`config.mk`:
```
export PLATFORM = sky130hd
export DESIGN_NAME = rli_access
export DESIGN_NICKNAME = d
export VERILOG_FILES = /design/src/rli_pkg.sv /design/src/rli_access.sv /design/src/rli_clock_core.sv
export SDC_FILE = /design/constraint.sdc
export NUM_CORES = 1
export LEC_CHECK = 0
export BUFFER_PORTS_ARGS = -buffer_cell sky130_fd_sc_hd__buf_4
export CAP_MARGIN = 25
export CORE_ASPECT_RATIO = 1.5
export CORE_MARGIN = 1.5
export CORE_UTILIZATION = 50
export DETAILED_ROUTE_END_ITERATION = 16
export PLACE_DENSITY = 0.68
export SLEW_MARGIN = 20
export SYNTH_ARGS = -nofsm -noshare
export SYNTH_HDL_FRONTEND = slang
export SYNTH_HIERARCHICAL = 1
export SYNTH_SLANG_ARGS = --single-unit
```
`constraint.sdc`:
```
create_clock -name i_sys_clk -period 8.3 [get_ports i_sys_clk]
set_input_delay 0.415 -clock i_sys_clk [delete_from_list [all_inputs] [get_ports i_sys_clk]]
set_output_delay 0.415 -clock i_sys_clk [all_outputs]
set_load 0.005 [all_outputs]
```
`src/rli_pkg.sv`:
```
package rli_pkg;
  // host register map
  localparam logic [7:0] KEY_OFS = 8'h0a;
  localparam logic [7:0] ADDR_OFS = 8'h0b;
  localparam logic [7:0] DATA_OFS = 8'h0c;
  // key codes and interface status codes
  localparam logic [7:0] KEY_FIRST = 8'ha5;
  localparam logic [7:0] KEY_SECOND = 8'hf1;
  localparam logic [7:0] ST_LOCKED = 8'h00;
  localparam logic [7:0] ST_FIRST_KEY = 8'h01;
  localparam logic [7:0] ST_UNLOCKED = 8'h02;
  localparam logic [7:0] ST_DISABLED = 8'h03;
  // indirect address control fields
  localparam int BUSY_BIT = 7;
  localparam int AUTO_READ_ENABLE_BIT = 6;
  localparam int UNUSED_BIT = 5;
  localparam int SHORT_BIT = 4;
  localparam logic [7:0] DATA_RST = 8'h00;
  localparam logic [3:0] SEL_RST = 4'h0;
  // internal clock register addresses
  localparam logic [3:0] IA_CAPTURE0 = 4'h0;
  localparam logic [3:0] IA_CAPTURE3 = 4'h3;
  localparam logic [3:0] IA_CLOCK_CTRL = 4'h4;
  localparam logic [3:0] IA_OSC_CTRL = 4'h5;
  localparam logic [3:0] IA_OSC_CFG = 4'h6;
  localparam logic [3:0] IA_ALARM0 = 4'h8;
  localparam logic [3:0] IA_ALARM3 = 4'hb;
  // internal register fields
  localparam int CC_POWER_BIT = 7;
  localparam int CC_MCLK_BIT = 6;
  localparam int CC_FAIL_BIT = 5;
  localparam int OC_GAIN_BIT = 7;
  localparam int OC_MODE_BIT = 6;
  localparam int OC_BIAS_BIT = 5;
  localparam int OC_VALID_BIT = 4;
  localparam int CF_READY_BIT = 7;
  localparam logic [7:0] INT_RST = 8'h00;
  // oscillator edges to wait per transfer
  localparam logic [1:0] EDGES_SHORT = 2'd1;
  localparam logic [1:0] EDGES_LONG = 2'd2;

  typedef enum logic [1:0] {
    RLI_LOCKED,
    RLI_FIRST_KEY,
    RLI_UNLOCKED,
    RLI_DISABLED
  } rli_lock_t;
endpackage

```
`src/rli_access.sv`:
```
module rli_access (
  // clock and reset
  input wire logic i_sys_clk,
  input wire logic i_sys_rst,
  // host register port
  input wire logic [7:0] i_reg_addr,
  input wire logic i_reg_wr,
  input wire logic i_reg_rd,
  input wire logic [7:0] i_reg_wdata,
  output logic [7:0] o_reg_rdata,
  output logic o_reg_rvalid,
  // oscillator timebase and status
  input wire logic i_osc_clk,
  input wire logic i_clock_valid,
  input wire logic i_load_ready,
  input wire logic i_osc_fail,
  // oscillator controls
  output logic o_osc_power,
  output logic o_osc_crystal,
  output logic o_bias_double,
  output logic o_gain_ctrl,
  output logic o_mclk_enable,
  output logic [3:0] o_load_cap,
  output logic o_osc_running,
  // interface status
  output logic [7:0] o_lock_state
);
  rli_pkg::rli_lock_t lock;
  logic busy, auto_read_enable, short_strobe;
  logic [3:0] sel;
  logic [7:0] data;
  logic key_wr, adr_wr, dat_wr, key_rd, adr_rd, dat_rd;
  logic locked_any, unlocked;
  logic start_rd, start_wr, core_req, core_wr, core_done;
  logic [7:0] core_rdata;
  logic core_wr_q;
  logic [3:0] req_addr;
  logic block_sel;
  logic [7:0] state_code;

  assign key_wr = i_reg_wr && i_reg_addr == rli_pkg::KEY_OFS;
  assign adr_wr = i_reg_wr && i_reg_addr == rli_pkg::ADDR_OFS;
  assign dat_wr = i_reg_wr && i_reg_addr == rli_pkg::DATA_OFS;
  assign key_rd = i_reg_rd && i_reg_addr == rli_pkg::KEY_OFS;
  assign adr_rd = i_reg_rd && i_reg_addr == rli_pkg::ADDR_OFS;
  assign dat_rd = i_reg_rd && i_reg_addr == rli_pkg::DATA_OFS;
  assign locked_any = lock == rli_pkg::RLI_LOCKED || lock == rli_pkg::RLI_FIRST_KEY;
  assign unlocked = lock == rli_pkg::RLI_UNLOCKED;

  // lock and key state machine
  always_ff @(posedge i_sys_clk or posedge i_sys_rst) begin
    if (i_sys_rst) begin
      lock <= rli_pkg::RLI_LOCKED;
    end else if (locked_any && (adr_wr || dat_wr || adr_rd || dat_rd)) begin
      lock <= rli_pkg::RLI_DISABLED;
    end else if (key_wr) begin
      unique case (lock)
        rli_pkg::RLI_LOCKED: begin
          lock <= (i_reg_wdata == rli_pkg::KEY_FIRST) ? rli_pkg::RLI_FIRST_KEY
                                                      : rli_pkg::RLI_DISABLED;
        end
        rli_pkg::RLI_FIRST_KEY: begin
          lock <= (i_reg_wdata == rli_pkg::KEY_SECOND) ? rli_pkg::RLI_UNLOCKED
                                                       : rli_pkg::RLI_DISABLED;
        end
        rli_pkg::RLI_UNLOCKED: lock <= rli_pkg::RLI_LOCKED;
        rli_pkg::RLI_DISABLED: lock <= rli_pkg::RLI_DISABLED;
      endcase
    end
  end

  always_comb begin
    unique case (lock)
      rli_pkg::RLI_LOCKED: state_code = rli_pkg::ST_LOCKED;
      rli_pkg::RLI_FIRST_KEY: state_code = rli_pkg::ST_FIRST_KEY;
      rli_pkg::RLI_UNLOCKED: state_code = rli_pkg::ST_UNLOCKED;
      rli_pkg::RLI_DISABLED: state_code = rli_pkg::ST_DISABLED;
    endcase
  end
  assign o_lock_state = state_code;

  // transfer starts, only while unlocked and idle
  assign start_rd = unlocked && !busy &&
                    ((adr_wr && i_reg_wdata[rli_pkg::BUSY_BIT]) || (dat_rd && auto_read_enable));
  assign start_wr = unlocked && !busy && dat_wr;
  assign core_req = start_rd || start_wr;
  assign core_wr = start_wr;
  // a combined select and busy write reads the newly written address
  assign req_addr = adr_wr ? i_reg_wdata[3:0] : sel;

  // address control fields; bit 5 has no storage
  always_ff @(posedge i_sys_clk or posedge i_sys_rst) begin
    if (i_sys_rst) begin
      auto_read_enable <= 1'b0;
      short_strobe <= 1'b0;
      sel <= rli_pkg::SEL_RST;
    end else if (unlocked && !busy && adr_wr) begin
      auto_read_enable <= i_reg_wdata[rli_pkg::AUTO_READ_ENABLE_BIT];
      short_strobe <= i_reg_wdata[rli_pkg::SHORT_BIT];
      sel <= i_reg_wdata[3:0];
    end else if (core_done && block_sel) begin
      sel <= sel + 4'd1;
    end
  end

  assign block_sel = sel <= rli_pkg::IA_CAPTURE3 ||
                     (sel >= rli_pkg::IA_ALARM0 && sel <= rli_pkg::IA_ALARM3);

  // busy from start until the core reports completion
  always_ff @(posedge i_sys_clk or posedge i_sys_rst) begin
    if (i_sys_rst) begin
      busy <= 1'b0;
    end else if (core_req) begin
      busy <= 1'b1;
    end else if (core_done) begin
      busy <= 1'b0;
    end
  end

  // indirect data register
  always_ff @(posedge i_sys_clk or posedge i_sys_rst) begin
    if (i_sys_rst) begin
      data <= rli_pkg::DATA_RST;
    end else if (start_wr) begin
      data <= i_reg_wdata;
    end else if (core_done && !core_wr_q) begin
      data <= core_rdata;
    end
  end

  always_ff @(posedge i_sys_clk or posedge i_sys_rst) begin
    if (i_sys_rst) begin
      core_wr_q <= 1'b0;
    end else if (core_req) begin
      core_wr_q <= core_wr;
    end
  end

  // host read data, one cycle after the strobe
  always_ff @(posedge i_sys_clk or posedge i_sys_rst) begin
    if (i_sys_rst) begin
      o_reg_rdata <= 8'h00;
      o_reg_rvalid <= 1'b0;
    end else begin
      o_reg_rvalid <= i_reg_rd;
      if (key_rd) begin
        o_reg_rdata <= state_code;
      end else if (adr_rd && unlocked) begin
        o_reg_rdata <= {busy, auto_read_enable, 1'b0, short_strobe, sel};
      end else if (dat_rd && unlocked) begin
        o_reg_rdata <= data;
      end else begin
        o_reg_rdata <= 8'h00;
      end
    end
  end

  rli_clock_core u_core (
    .i_sys_clk(i_sys_clk),
    .i_sys_rst(i_sys_rst),
    .i_osc_clk(i_osc_clk),
    .i_req(core_req),
    .i_wr(core_wr),
    .i_short(short_strobe),
    .i_addr(req_addr),
    .i_wdata(i_reg_wdata),
    .o_done(core_done),
    .o_rdata(core_rdata),
    .i_clock_valid(i_clock_valid),
    .i_load_ready(i_load_ready),
    .i_osc_fail(i_osc_fail),
    .o_osc_power(o_osc_power),
    .o_osc_crystal(o_osc_crystal),
    .o_bias_double(o_bias_double),
    .o_gain_ctrl(o_gain_ctrl),
    .o_mclk_enable(o_mclk_enable),
    .o_load_cap(o_load_cap),
    .o_osc_running(o_osc_running)
  );
endmodule

```
`src/rli_clock_core.sv`:
```
module rli_clock_core (
  // clock and reset
  input wire logic i_sys_clk,
  input wire logic i_sys_rst,
  // oscillator timebase
  input wire logic i_osc_clk,
  // transfer request
  input wire logic i_req,
  input wire logic i_wr,
  input wire logic i_short,
  input wire logic [3:0] i_addr,
  input wire logic [7:0] i_wdata,
  output logic o_done,
  output logic [7:0] o_rdata,
  // oscillator status
  input wire logic i_clock_valid,
  input wire logic i_load_ready,
  input wire logic i_osc_fail,
  // oscillator controls
  output logic o_osc_power,
  output logic o_osc_crystal,
  output logic o_bias_double,
  output logic o_gain_ctrl,
  output logic o_mclk_enable,
  output logic [3:0] o_load_cap,
  output logic o_osc_running
);
  logic sync0, sync1, sync2;
  logic osc_edge;
  logic pend, pend_wr;
  logic [1:0] edges;
  logic [3:0] pend_addr;
  logic [7:0] pend_data;
  logic [7:0] bytes [8];
  logic [7:0] clock_ctrl, osc_ctrl, osc_cfg;
  logic [7:0] next_rdata;
  logic fire;

  // oscillator timebase brought into the system domain
  always_ff @(posedge i_sys_clk or posedge i_sys_rst) begin
    if (i_sys_rst) begin
      sync0 <= 1'b0;
      sync1 <= 1'b0;
      sync2 <= 1'b0;
    end else begin
      sync0 <= i_osc_clk;
      sync1 <= sync0;
      sync2 <= sync1;
    end
  end
  assign osc_edge = sync1 & ~sync2;

  // transfer waits one or two oscillator edges
  assign fire = pend && osc_edge &&
                (edges + 2'd1 >= (i_short ? rli_pkg::EDGES_SHORT : rli_pkg::EDGES_LONG));

  always_ff @(posedge i_sys_clk or posedge i_sys_rst) begin
    if (i_sys_rst) begin
      pend <= 1'b0;
      pend_wr <= 1'b0;
      edges <= 2'd0;
      pend_addr <= rli_pkg::SEL_RST;
      pend_data <= rli_pkg::DATA_RST;
    end else if (i_req && !pend) begin
      pend <= 1'b1;
      pend_wr <= i_wr;
      edges <= 2'd0;
      pend_addr <= i_addr;
      pend_data <= i_wdata;
    end else if (fire) begin
      pend <= 1'b0;
    end else if (pend && osc_edge) begin
      edges <= edges + 2'd1;
    end
  end

  always_ff @(posedge i_sys_clk or posedge i_sys_rst) begin
    if (i_sys_rst) begin
      o_done <= 1'b0;
    end else begin
      o_done <= fire;
    end
  end

  // internal register storage
  always_ff @(posedge i_sys_clk or posedge i_sys_rst) begin
    if (i_sys_rst) begin
      for (int i = 0; i < 8; i++) begin
        bytes[i] <= rli_pkg::INT_RST;
      end
      clock_ctrl <= rli_pkg::INT_RST;
      osc_ctrl <= rli_pkg::INT_RST;
      osc_cfg <= rli_pkg::INT_RST;
    end else if (fire && pend_wr) begin
      unique case (pend_addr)
        rli_pkg::IA_CLOCK_CTRL: clock_ctrl <= pend_data;
        rli_pkg::IA_OSC_CTRL: osc_ctrl <= pend_data;
        rli_pkg::IA_OSC_CFG: osc_cfg <= pend_data;
        default: begin
          if (pend_addr <= rli_pkg::IA_CAPTURE3 || (pend_addr >= rli_pkg::IA_ALARM0 &&
              pend_addr <= rli_pkg::IA_ALARM3)) begin
            bytes[{pend_addr[3], pend_addr[1:0]}] <= pend_data;
          end
        end
      endcase
    end
  end

  // read view with live status bits
  always_comb begin
    next_rdata = 8'h00;
    unique case (pend_addr)
      rli_pkg::IA_CLOCK_CTRL: begin
        next_rdata = clock_ctrl;
        next_rdata[rli_pkg::CC_FAIL_BIT] = i_osc_fail;
      end
      rli_pkg::IA_OSC_CTRL: begin
        next_rdata = osc_ctrl;
        next_rdata[rli_pkg::OC_VALID_BIT] = i_clock_valid;
      end
      rli_pkg::IA_OSC_CFG: begin
        next_rdata = osc_cfg;
        next_rdata[rli_pkg::CF_READY_BIT] = i_load_ready;
      end
      default: begin
        if (pend_addr <= rli_pkg::IA_CAPTURE3 || (pend_addr >= rli_pkg::IA_ALARM0 &&
            pend_addr <= rli_pkg::IA_ALARM3)) begin
          next_rdata = bytes[{pend_addr[3], pend_addr[1:0]}];
        end
      end
    endcase
  end

  always_ff @(posedge i_sys_clk or posedge i_sys_rst) begin
    if (i_sys_rst) begin
      o_rdata <= rli_pkg::DATA_RST;
    end else if (fire && !pend_wr) begin
      o_rdata <= next_rdata;
    end
  end

  assign o_osc_power = clock_ctrl[rli_pkg::CC_POWER_BIT];
  assign o_mclk_enable = clock_ctrl[rli_pkg::CC_MCLK_BIT];
  assign o_osc_crystal = osc_ctrl[rli_pkg::OC_MODE_BIT];
  assign o_bias_double = osc_ctrl[rli_pkg::OC_BIAS_BIT];
  assign o_gain_ctrl = osc_ctrl[rli_pkg::OC_GAIN_BIT];
  assign o_load_cap = osc_cfg[3:0];
  // self-oscillate runs at once, crystal needs the valid detector
  assign o_osc_running = o_osc_power && (!o_osc_crystal || i_clock_valid);
endmodule

```
==> out/qor.yml, run 1 <==
core_um2: 13000
n_fill_cell: 1015
path_cells: "xor2_1 -> ha_1 -> a21o_1 -> nand4_1 -> mux2_2"
grt_pass1_wl_um: 22600
finalSetupViolCount: 0
power.leakage_uw: 0.00373
overflow: 0
num-nets-final: 542
regArea_um2: 3500
p_total_uw: 1500
max-cap-violations: 0
slew_headroom: 0.246
firstDrtPassIters: 4
io_pins: 51
yosys_warnings: 6
r2r_slack_ns: 5.72
worst-slew-pin-transition_ns: 1.13
fp-row-count: 51
vdd_drop_max_mv: 0.119
cts_hold_buf: 0
multiInputGateArea_um2: 2900
cts_made_buffers: 17
num_vias: 4041
met2_length_um: 8020
grt_max_degree: 62
cts-resized-gates: 0
cp_slowest_cell: "nand4_1"
cts_max_level: 4
synthFlopType: "dfrtp_1"
async_flop_share: 1.00
synth_cell_type_count: 53
clock_sinks: 140
final_common_cell: "dfrtp_1"
cts.path.max_buffers: 2
min_from: "i_osc_clk"
required_ns: 8.59
post_drt_wl_per_cell_um: 21.0
grt_usage: 0.215
tritoncts: "built"
syn_to_final_growth_pct: 15.2
status: "complete, no violations"
fin_crit_ns: 2.58
period_share: 0.311
wirelength_um: 14400
ys_ff_latch: 140
drc: 0
slowest_delay_ns: 0.55
synth_edf_count: 0
startpoint_type: "flip-flop"
r2r-end: "u_core/osc_cfg[5]"
post_cts_buffers: 0
min_to: "u_core/sync0"
rsz0062_at_grt: "no"
synth_area_per_cell_um2: 13.9
clockRootBuffer: "clkbuf_16"
critPathArrivalTime_ns: 2.87
synth-seq-area-share: 0.528
grt_pass1_vias: 4213
die_h_um: 144
clkLatencyLatePin_ns: 0.41
p_per_area_nw_per_um2: 196
timing.final.ws_setup_ns: 5.72
met3_wirelength_um: 368
syn_area_um2: 6630
wl_met1_um: 5570
viasPerCell: 5.89
hold_depth: 1
port_buffers: 44
timing.hold.ws_ns: 0.110
tns_ns: 0
die_w_um: 97.1
drive_above_1_share: 0.448
antenna_found_initial: 0
initial_core_util: 0.512
antenna_cells: 0
routed.top_layer: "met4"
path_max_fanout: 14
synthCells: 478
ff2ff_path_depth: 5
postLayoutCoreUtil: 0.590
path_clk_slew_ns: 0.06
hold_violations: 0
fmax_mhz: 387
r2r_start: "u_core/edges[0]"
finClkSkew_ns: 0.0103
finalWeightedCongestion: 0.901
dp_slack_ns: 5.73
hold_path.class: "in2reg"
drt_first_iter_violations: 172
layout_common_cells: "140 x dfrtp_1, 116 x mux2_2, 49 x buf_4, 24 x nor2_1, 19 x mux2i_1"
worst-setup-path-type: "reg2reg"
slew_viol_final: 0
die_area_um2: 14000
dpl.hpwl_um: 10200
ant_nets: 0
worst_setup_path_end_kind: "flip-flop"
[per-stage QoR]
step	std cells	instance area (um^2)
after global routing	686	7640
after global placement	652	7000
final	686	7640
after floorplan	483	6650
after CTS	684	7600
after detailed placement	653	7010
[power by group]
part	internal, uW	switching (uW)
combinational	19.2	28.1
clock	472	287
sequential	686	6.12
total	1180	321
[cell usage after synthesis (3+ instances only)]
| cell type | count | area share |
|---|---|---|
| and3b_1 | 3 | 0.0040 |
| buf_4 | 11 | 0.012 |
| dfrtp_1 | 140 | 0.53 |
| mux2i_1 | 19 | 0.029 |
| buf_6 | 3 | 0.0051 |
| nand3_1 | 6 | 0.0045 |
| nor2b_1 | 5 | 0.0047 |
| clkbuf_1 | 16 | 0.0091 |
| mux2_2 | 116 | 0.20 |
| mux4_2 | 16 | 0.054 |
| nand2_1 | 5 | 0.0028 |
| ha_1 | 3 | 0.0057 |
| o21ai_0 | 8 | 0.0060 |
| o21ai_1 | 3 | 0.0023 |
| a22oi_1 | 14 | 0.016 |
| buf_2 | 7 | 0.0053 |
| nor2_1 | 24 | 0.014 |
| mux2_1 | 4 | 0.0068 |
| nor3b_1 | 4 | 0.0045 |
| a21o_1 | 4 | 0.0045 |
| inv_1 | 7 | 0.0040 |
| a21oi_1 | 13 | 0.0098 |
| nand4_2 | 10 | 0.019 |
[worst max-delay path, delay by kind of cell, from the launching register on]
family | cells | cell delay [ns]
flip-flops | 1 | 0.44
adder cells (fa/ha/maj) | 1 | 0.30
multiplexers | 1 | 0.43
XOR/XNOR | 1 | 0.19
AND/OR/NAND/NOR | 1 | 0.55
AO/OA/AOI/OAI | 1 | 0.54
[worst max path at each step]
stage	startpoint	end	slack (ns)	cells past startpoint
6_report	u_core/edges[0]	u_core/osc_cfg[5]	5.72	5
5_1_grt	u_core/edges[0]	u_core/osc_cfg[2]	5.59	5
4_1_cts	u_core/edges[0]	u_core/osc_cfg[5]	5.72	5
3_5_place_dp	u_core/edges[0]	u_core/osc_cfg[2]	5.73	5
3_3_place_gp	i_reg_addr[1]	u_core/pend_data[7]	5.50	8
2_1_floorplan	i_sys_rst	u_core/bytes[0]	4.90	1
[cells by family after synthesis]
kind of cell               share of synthesized area
xor gates and xnor gates                     0.00264
buffers and inverters                         0.0370
and+or+nand+nor                               0.0898
muxes                                          0.287
AOI/OAI and AO/OA                             0.0496
other                                       0.000565
adders and majority gates                    0.00566
DFF                                            0.528
[routing by layer]
layer / up-vias / GRT usage
li1: 1831 / -
met1: 2095 / 0.231
met2: 89 / 0.404
met3: 26 / 0.0387
met4: 0 / 0.109
met5: - / 0
[registers in the layout (all words and copies together) (netlist names), 4 cells and up]
name               flops
u_core/bytes          64
data                   8
u_core/osc_cfg         7
u_core/pend_addr       4
o_reg_rdata            8
u_core/o_rdata         8
u_core/osc_ctrl        7
u_core/clock_ctrl      7
u_core/pend_data       8
sel                    4
[area by class of cell]
| cell class | instances | share of cell area |
|---|---|---|
| clock buffers | 17 | 0.0557 |
| clock inverters | 14 | 0.0226 |
| inverters | 8 | 0.00426 |
| multi-input cells | 297 | 0.380 |
| flip-flops and latches | 140 | 0.458 |
| well taps | 159 | 0.0260 |
| repair buffers | 51 | 0.0530 |
No activity file was read; power rests on OpenSTA's default activity.
==> inputs of run 2 (changes only) <==
PLACE_DENSITY = 0.71   (was 0.68)
clock period = 2.1 ns   (was 8.3 ns; I/O delays follow)
==> out/qor.yml, run 2 (same netlist as run 1, synthesis figures left out) <==
power.leakage_uw: 0.00389  # was 0.00373 uW
path_buf_inv: 1  # was 0
rsz0062_at_grt: "yes"  # was no
io_pins: 51  # unchanged
drc: 0  # unchanged
clkLatencyLatePin_ns: 0.42  # was 0.41 ns
worst_setup_path_end_kind: "flip-flop"  # unchanged
cts.path.max_buffers: 2  # unchanged
port_buffers: 44  # unchanged
largest_register_ffs: 64  # unchanged
worst-setup-path-type: "reg2reg"  # unchanged
path_cells: "xor2_1 -> ha_1 -> a21o_1 -> buf_12 -> nand4_2 -> mux2_2"  # was xor2_1 -> ha_1 -> a21o_1 -> nand4_1 -> mux2_2
startpoint_type: "flip-flop"  # unchanged
min_from: "i_load_ready"  # was i_osc_clk
post_drt_wl_per_cell_um: 20.6  # was 21.0 um
cp_slowest_cell: "mux2_2"  # was nand4_1
overflow: 0  # unchanged
cts_max_level: 4  # unchanged
fmax_mhz: 485  # was 387 MHz
regMostFlops: "u_core/bytes"  # unchanged
slew_headroom: 0.493  # was 0.246
grt_pass1_wl_um: 23600  # was 22,600 um
layout_common_cells: "140 x dfrtp_1, 116 x mux2_2, 62 x buf_4, 24 x nor2_1, 19 x mux2i_1"  # was 140 x dfrtp_1, 116 x mux2_2, 49 x buf_4, 24 x nor2_1, 19 x mux2i_1
p_total_uw: 5940  # was 1500 uW
clock_sinks: 140  # unchanged
slew_viol_final: 0  # unchanged
antenna_cells: 0  # unchanged
firstDrtPassIters: 5  # was 4
p_per_area_nw_per_um2: 746  # was 196 nW/um^2
final_common_cell: "dfrtp_1"  # unchanged
finClkSkew_ns: 0.00974  # was 0.0103 ns
wirelength_um: 14800  # was 14,400 um
tritoncts: "built"  # unchanged
grt_usage: 0.224  # was 0.215
num-nets-final: 571  # was 542
clockRootBuffer: "clkbuf_16"  # unchanged
syn_to_final_growth_pct: 20.0  # was 15.2%
hold_depth: 4  # was 1
ant_nets: 0  # unchanged
vdd_drop_max_mv: 0.442  # was 0.119 mV
ff2ff_path_depth: 6  # was 5
path_clk_slew_ns: 0.07  # was 0.06 ns
max-cap-violations: 0  # unchanged
path_max_fanout: 14  # unchanged
grt_max_degree: 51  # was 62
final_cells: 716  # was 686
r2r_start: "u_core/edges[0]"  # unchanged
viasPerCell: 5.86  # was 5.89
crit_family: "multiplexers"  # was simple AND/OR/NAND/NOR gates
final_cell_area_um2: 7960  # was 7640 um^2
fin_crit_ns: 2.06  # was 2.58 ns
num_vias: 4197  # was 4,041
grt_pass1_vias: 4530  # was 4,213
die_area_um2: 14000  # unchanged
fp-row-count: 51  # unchanged
hold_path.class: "in2reg"  # unchanged
r2r_slack_ns: 0.04  # was 5.72 ns
slowest_delay_ns: 0.42  # was 0.55 ns
cts_made_buffers: 17  # unchanged
initial_core_util: 0.512  # unchanged
die_w_um: 97.1  # unchanged
critPathArrivalTime_ns: 2.36  # was 2.87 ns
drt_first_iter_violations: 174  # was 172
die_h_um: 144  # unchanged
dpl.hpwl_um: 10700  # was 10,200 um
required_ns: 2.40  # was 8.59 ns
status: "complete, no violations"  # unchanged
postLayoutCoreUtil: 0.615  # was 0.590
worst-slew-pin-transition_ns: 0.760  # was 1.13 ns
finalSetupViolCount: 0  # unchanged
dp.cells: 673  # was 653
antenna_found_initial: 0  # unchanged
placed_area_um2: 7230  # was 7010 um^2
period_share: 0.981  # was 0.311
finalWeightedCongestion: 0.890  # was 0.901
core_um2: 13000  # unchanged
drive_above_1_share: 0.465  # was 0.448
r2r-end: "u_core/bytes[60]"  # was u_core/osc_cfg[5]
hold_violations: 0  # unchanged
min_to: "u_core/o_rdata[7]"  # was u_core/sync0
==> run 2: cell types whose count changed in the layout (fill, tap and decap cells not counted), sizes merged <==
cell	before	now
bufinv	3	2
dlygate4sd3	1	11
clkinv	9	4
inv	8	13
buf	50	69
clkinvlp	2	4
==> run 2: final cells by class <==
cell class | instances | area (um^2)
Clock buffer | 17 | 425
Clock inverter | 15 | 163
Fill cell | 984 | 4990
Inverter | 8 | 33.8
Multi-Input combinational cell | 297 | 2930
Sequential cell | 140 | 3500
Tap cell | 159 | 199
Timing Repair Buffer | 80 | 707
==> run 2: how the worst max path moves through the flow <==
| stage | startpoint | end | slack (ns) | depth (start not counted) |
|---|---|---|---|---|
| after floorplan | i_reg_addr[5] | u_core/pend_data[0] | 0.06 | 8 |
| after global placement | auto_read_enable | u_core/edges[1] | 0.04 | 8 |
| after detailed placement | auto_read_enable | u_core/edges[1] | 0.01 | 8 |
| after CTS | auto_read_enable | u_core/edges[1] | 0.004 | 8 |
| after global routing | u_core/edges[0] | u_core/bytes[19] | -0.03 | 6 |
| final | u_core/edges[0] | u_core/bytes[60] | 0.04 | 6 |
==> run 2: layer usage <==
| metal | share of wire | vias to the layer above | GRT usage |
|---|---|---|---|
| met1 | 0.36 | 2192 | 0.234 |
| met3 | 0.028 | 24 | 0.0570 |
| met4 | 0.031 | 0 | 0.104 |
| met5 | 0 | - | 0 |
| met2 | 0.58 | 94 | 0.420 |
| li1 | - | 1887 | - |
==> run 2: through the flow <==
stage | TNS (ns) | setup slack (ns) | hold slack [ns]
final | 0 | 0.0395 | 0.0979
after global routing | -0.424 | -0.0347 | 0.0957
after CTS | 0 | 0.00417 | 0.0786
after detailed placement | 0 | 0.0144 | 0.209
after global placement | 0 | 0.0422 | 0.192
after floorplan | 0 | 0.0579 | 0.136
==> run 2: worst reg2reg max path: stages (launching register included) <==
cell and delay [ns]:
dfrtp_1 0.41, xor2_1 0.17, ha_1 0.29, a21o_1 0.15
buf_12 0.17, nand4_2 0.33, mux2_2 0.42
==> run 2: power by group <==
part	internal [uW]	switching [uW]	leakage, uW
Sequential	2710	6.58	0.00187
Clock	1770	1210	0.000281
Combinational	105	134	0.00174
Total	4580	1350	0.00389
==> run 2: timing repair <==
| item | in CTS | in global routing |
|---|---|---|
| resized for setup | 1 | 5 |
| setup endpoints to repair | 1 | 28 |
| pin swaps | 1 | 1 |
| hold endpoints to repair | 75 | 0 |
| hold buffers | 11 | 0 |
| buffers inserted | 0 | 0 |
==> inputs of run 3 (changes only) <==
BUFFER_PORTS_ARGS = -buffer_cell sky130_fd_sc_hd__buf_2   (was -buffer_cell sky130_fd_sc_hd__buf_4)
CTS_CLUSTER_DIAMETER = 50   (was not set)
==> out/qor.yml, run 3 (same netlist as run 1, synthesis figures left out) <==
status: "complete, no violations"  # unchanged
regMostFlops: "u_core/bytes"  # unchanged
endpoint: "u_core/bytes[36]"  # was u_core/bytes[60]
fp-row-count: 51  # unchanged
final_cell_area_um2: 7840  # was 7960 um^2
post_drt_wl_per_cell_um: 20.7  # was 20.6 um
slew_headroom: 0.456  # was 0.493
final_common_cell: "dfrtp_1"  # unchanged
num-nets-final: 568  # was 571
postLayoutCoreUtil: 0.605  # was 0.615
viasPerCell: 5.82  # was 5.86
cts_max_level: 4  # unchanged
drt_first_iter_violations: 158  # was 174
drc: 0  # unchanged
power.leakage_uw: 0.00389  # about the same
finClkSkew_ns: 0.0130  # was 0.00974 ns
largest_register_ffs: 64  # unchanged
num_vias: 4152  # was 4,197
p_per_area_nw_per_um2: 771  # was 746 nW/um^2
hold_violations: 0  # unchanged
r2r_slack_ns: 0.05  # was 0.04 ns
grt_usage: 0.225  # was 0.224
critPathArrivalTime_ns: 2.35  # was 2.36 ns
crit_family: "multiplexers"  # unchanged
slowest_delay_ns: 0.42  # about the same
timing.hold.ws_ns: 0.0114  # was 0.0979 ns
startpoint_type: "flip-flop"  # unchanged
die_h_um: 144  # unchanged
required_ns: 2.40  # about the same
finalWeightedCongestion: 0.901  # was 0.890
crit_start: "u_core/edges[0]"  # unchanged
ff2ff_path_depth: 6  # unchanged
timing.final.ws_setup_ns: 0.0543  # was 0.0395 ns
path_max_fanout: 14  # unchanged
initial_core_util: 0.512  # unchanged
io_pins: 51  # unchanged
dp_slack_ns: -0.0252  # was 0.0144 ns
hold_path.class: "in2reg"  # unchanged
p_sw_frac: 0.225  # was 0.228
power_frac_comb: 0.035  # was 0.040
firstDrtPassIters: 4  # was 5
dpl.hpwl_um: 10700  # about the same
placed_area_um2: 7130  # was 7230 um^2
cts.path.max_buffers: 2  # unchanged
path_buf_inv: 1  # unchanged
rsz0062_at_grt: "yes"  # unchanged
slew_viol_final: 0  # unchanged
period_share: 0.974  # was 0.981
worst-setup-path-type: "reg2reg"  # unchanged
fin_crit_ns: 2.05  # was 2.06 ns
core_um2: 13000  # unchanged
path_cells: "xor2_1 -> ha_1 -> a21o_1 -> buf_12 -> nand4_2 -> mux2_2"  # unchanged
fmax_mhz: 489  # was 485 MHz
crit_cells: 6  # unchanged
layout_common_cells: "140 x dfrtp_1, 116 x mux2_2, 44 x buf_2, 24 x nor2_1, 23 x buf_4"  # was 140 x dfrtp_1, 116 x mux2_2, 62 x buf_4, 24 x nor2_1, 19 x mux2i_1
grt_max_degree: 49  # was 51
tritoncts: "built"  # unchanged
drive_above_1_share: 0.473  # was 0.465
max-cap-violations: 0  # unchanged
worst_setup_path_end_kind: "flip-flop"  # unchanged
vdd_drop_max_mv: 0.560  # was 0.442 mV
die_w_um: 97.1  # unchanged
p_clk_frac: 0.515  # was 0.502
r2r_start: "u_core/edges[0]"  # unchanged
port_buffers: 44  # unchanged
p_sw_uw: 1360  # was 1350 uW
antenna_found_initial: 0  # unchanged
clockRootBuffer: "clkbuf_16"  # unchanged
clock_sinks: 140  # unchanged
r2r-end: "u_core/bytes[36]"  # was u_core/bytes[60]
cts_made_buffers: 17  # unchanged
wirelength_um: 14700  # was 14,800 um
die_area_um2: 14000  # unchanged
ant_nets: 0  # unchanged
worst-slew-pin-transition_ns: 0.816  # was 0.760 ns
cp_slowest_cell: "mux2_2"  # unchanged
antenna_cells: 0  # unchanged
overflow: 0  # unchanged
finalSetupViolCount: 0  # unchanged
syn_to_final_growth_pct: 18.1  # was 20.0%
path_clk_slew_ns: 0.07  # about the same
internal_power_uw: 4680  # was 4580 uW
clkLatencyLatePin_ns: 0.42  # about the same
tns_ns: 0  # unchanged
grt_pass1_wl_um: 23900  # was 23,600 um
grt_pass1_vias: 4496  # was 4,530
seq_power_share: 0.450  # was 0.458
run 3: cell count changes in the layout (fill, tap and decap cells not counted):
| cell | before | now |
|---|---|---|
| buf_4 | 62 | 23 |
| nand4_2 | 8 | 6 |
| nor3b_2 | 3 | 2 |
| dlygate4sd3_1 | 11 | 4 |
| nor3b_1 | 3 | 4 |
| nand4_4 | 3 | 5 |
| buf_12 | 6 | 5 |
| clkinvlp_4 | 4 | 3 |
| buf_2 | 0 | 44 |
| bufinv_16 | 2 | 3 |
run 3: metrics by stage:
step	cells	total power, uW
after floorplan	483	2880
after global placement	676	2970
after detailed placement	676	2980
after CTS	713	6100
after global routing	713	6230
final	713	6040
run 3: power groups by stage:
| stage | clock [uW] | sequential (uW) | combinational [uW] |
|---|---|---|---|
| 6_report | 3110 | 2720 | 212 |
| 5_1_grt | 3280 | 2720 | 238 |
| 4_1_cts | 3160 | 2720 | 216 |
| 3_5_place_dp | 0 | 2770 | 209 |
| 3_3_place_gp | 0 | 2770 | 205 |
| 2_1_floorplan | 0 | 2770 | 104 |
run 3: layout make-up:
cell class | count | area [um^2]
Multi-Input combinational cell | 297 | 2940
Sequential cell | 140 | 3500
Fill cell | 999 | 5120
Inverter | 8 | 33.8
Clock buffer | 17 | 425
Clock inverter | 15 | 185
Timing Repair Buffer | 77 | 544
Tap cell | 159 | 199
run 3: per-layer routing:
metal	share of wire	track usage	up-vias	wire [um]
li1	-	-	1872	-
met1	0.38	0.238	2166	5560
met2	0.56	0.422	87	8260
met3	0.027	0.0459	27	392
met4	0.036	0.112	0	525
met5	0	0	-	0
run 3: how the worst min path moves through the flow:
stage	startpoint	to	slack (ns)	cells past startpoint
after detailed placement	i_osc_clk	u_core/sync0	0.21	1
after global placement	i_osc_clk	u_core/sync0	0.21	1
final	i_reg_wdata[6]	data[6]	0.01	3
after floorplan	i_reg_rd	o_reg_rvalid	0.14	0
after CTS	i_reg_wdata[0]	sel[0]	0.002	3
after global routing	i_reg_wdata[4]	u_core/pend_data[4]	0.02	2
run 3: what timing repair did:
action	in CTS	in global routing
hold endpoints to repair	59	0
hold buffers	4	0
pin swaps	1	1
setup endpoints to repair	1	23
gates resized for setup	2	5
setup buffers	1	0
run 3: worst reg2reg max path: stages (launching register included):
cell	delay, ns
dfrtp_1	0.41
xor2_1	0.17
ha_1	0.30
a21o_1	0.16
buf_12	0.17
nand4_2	0.31
mux2_2	0.42
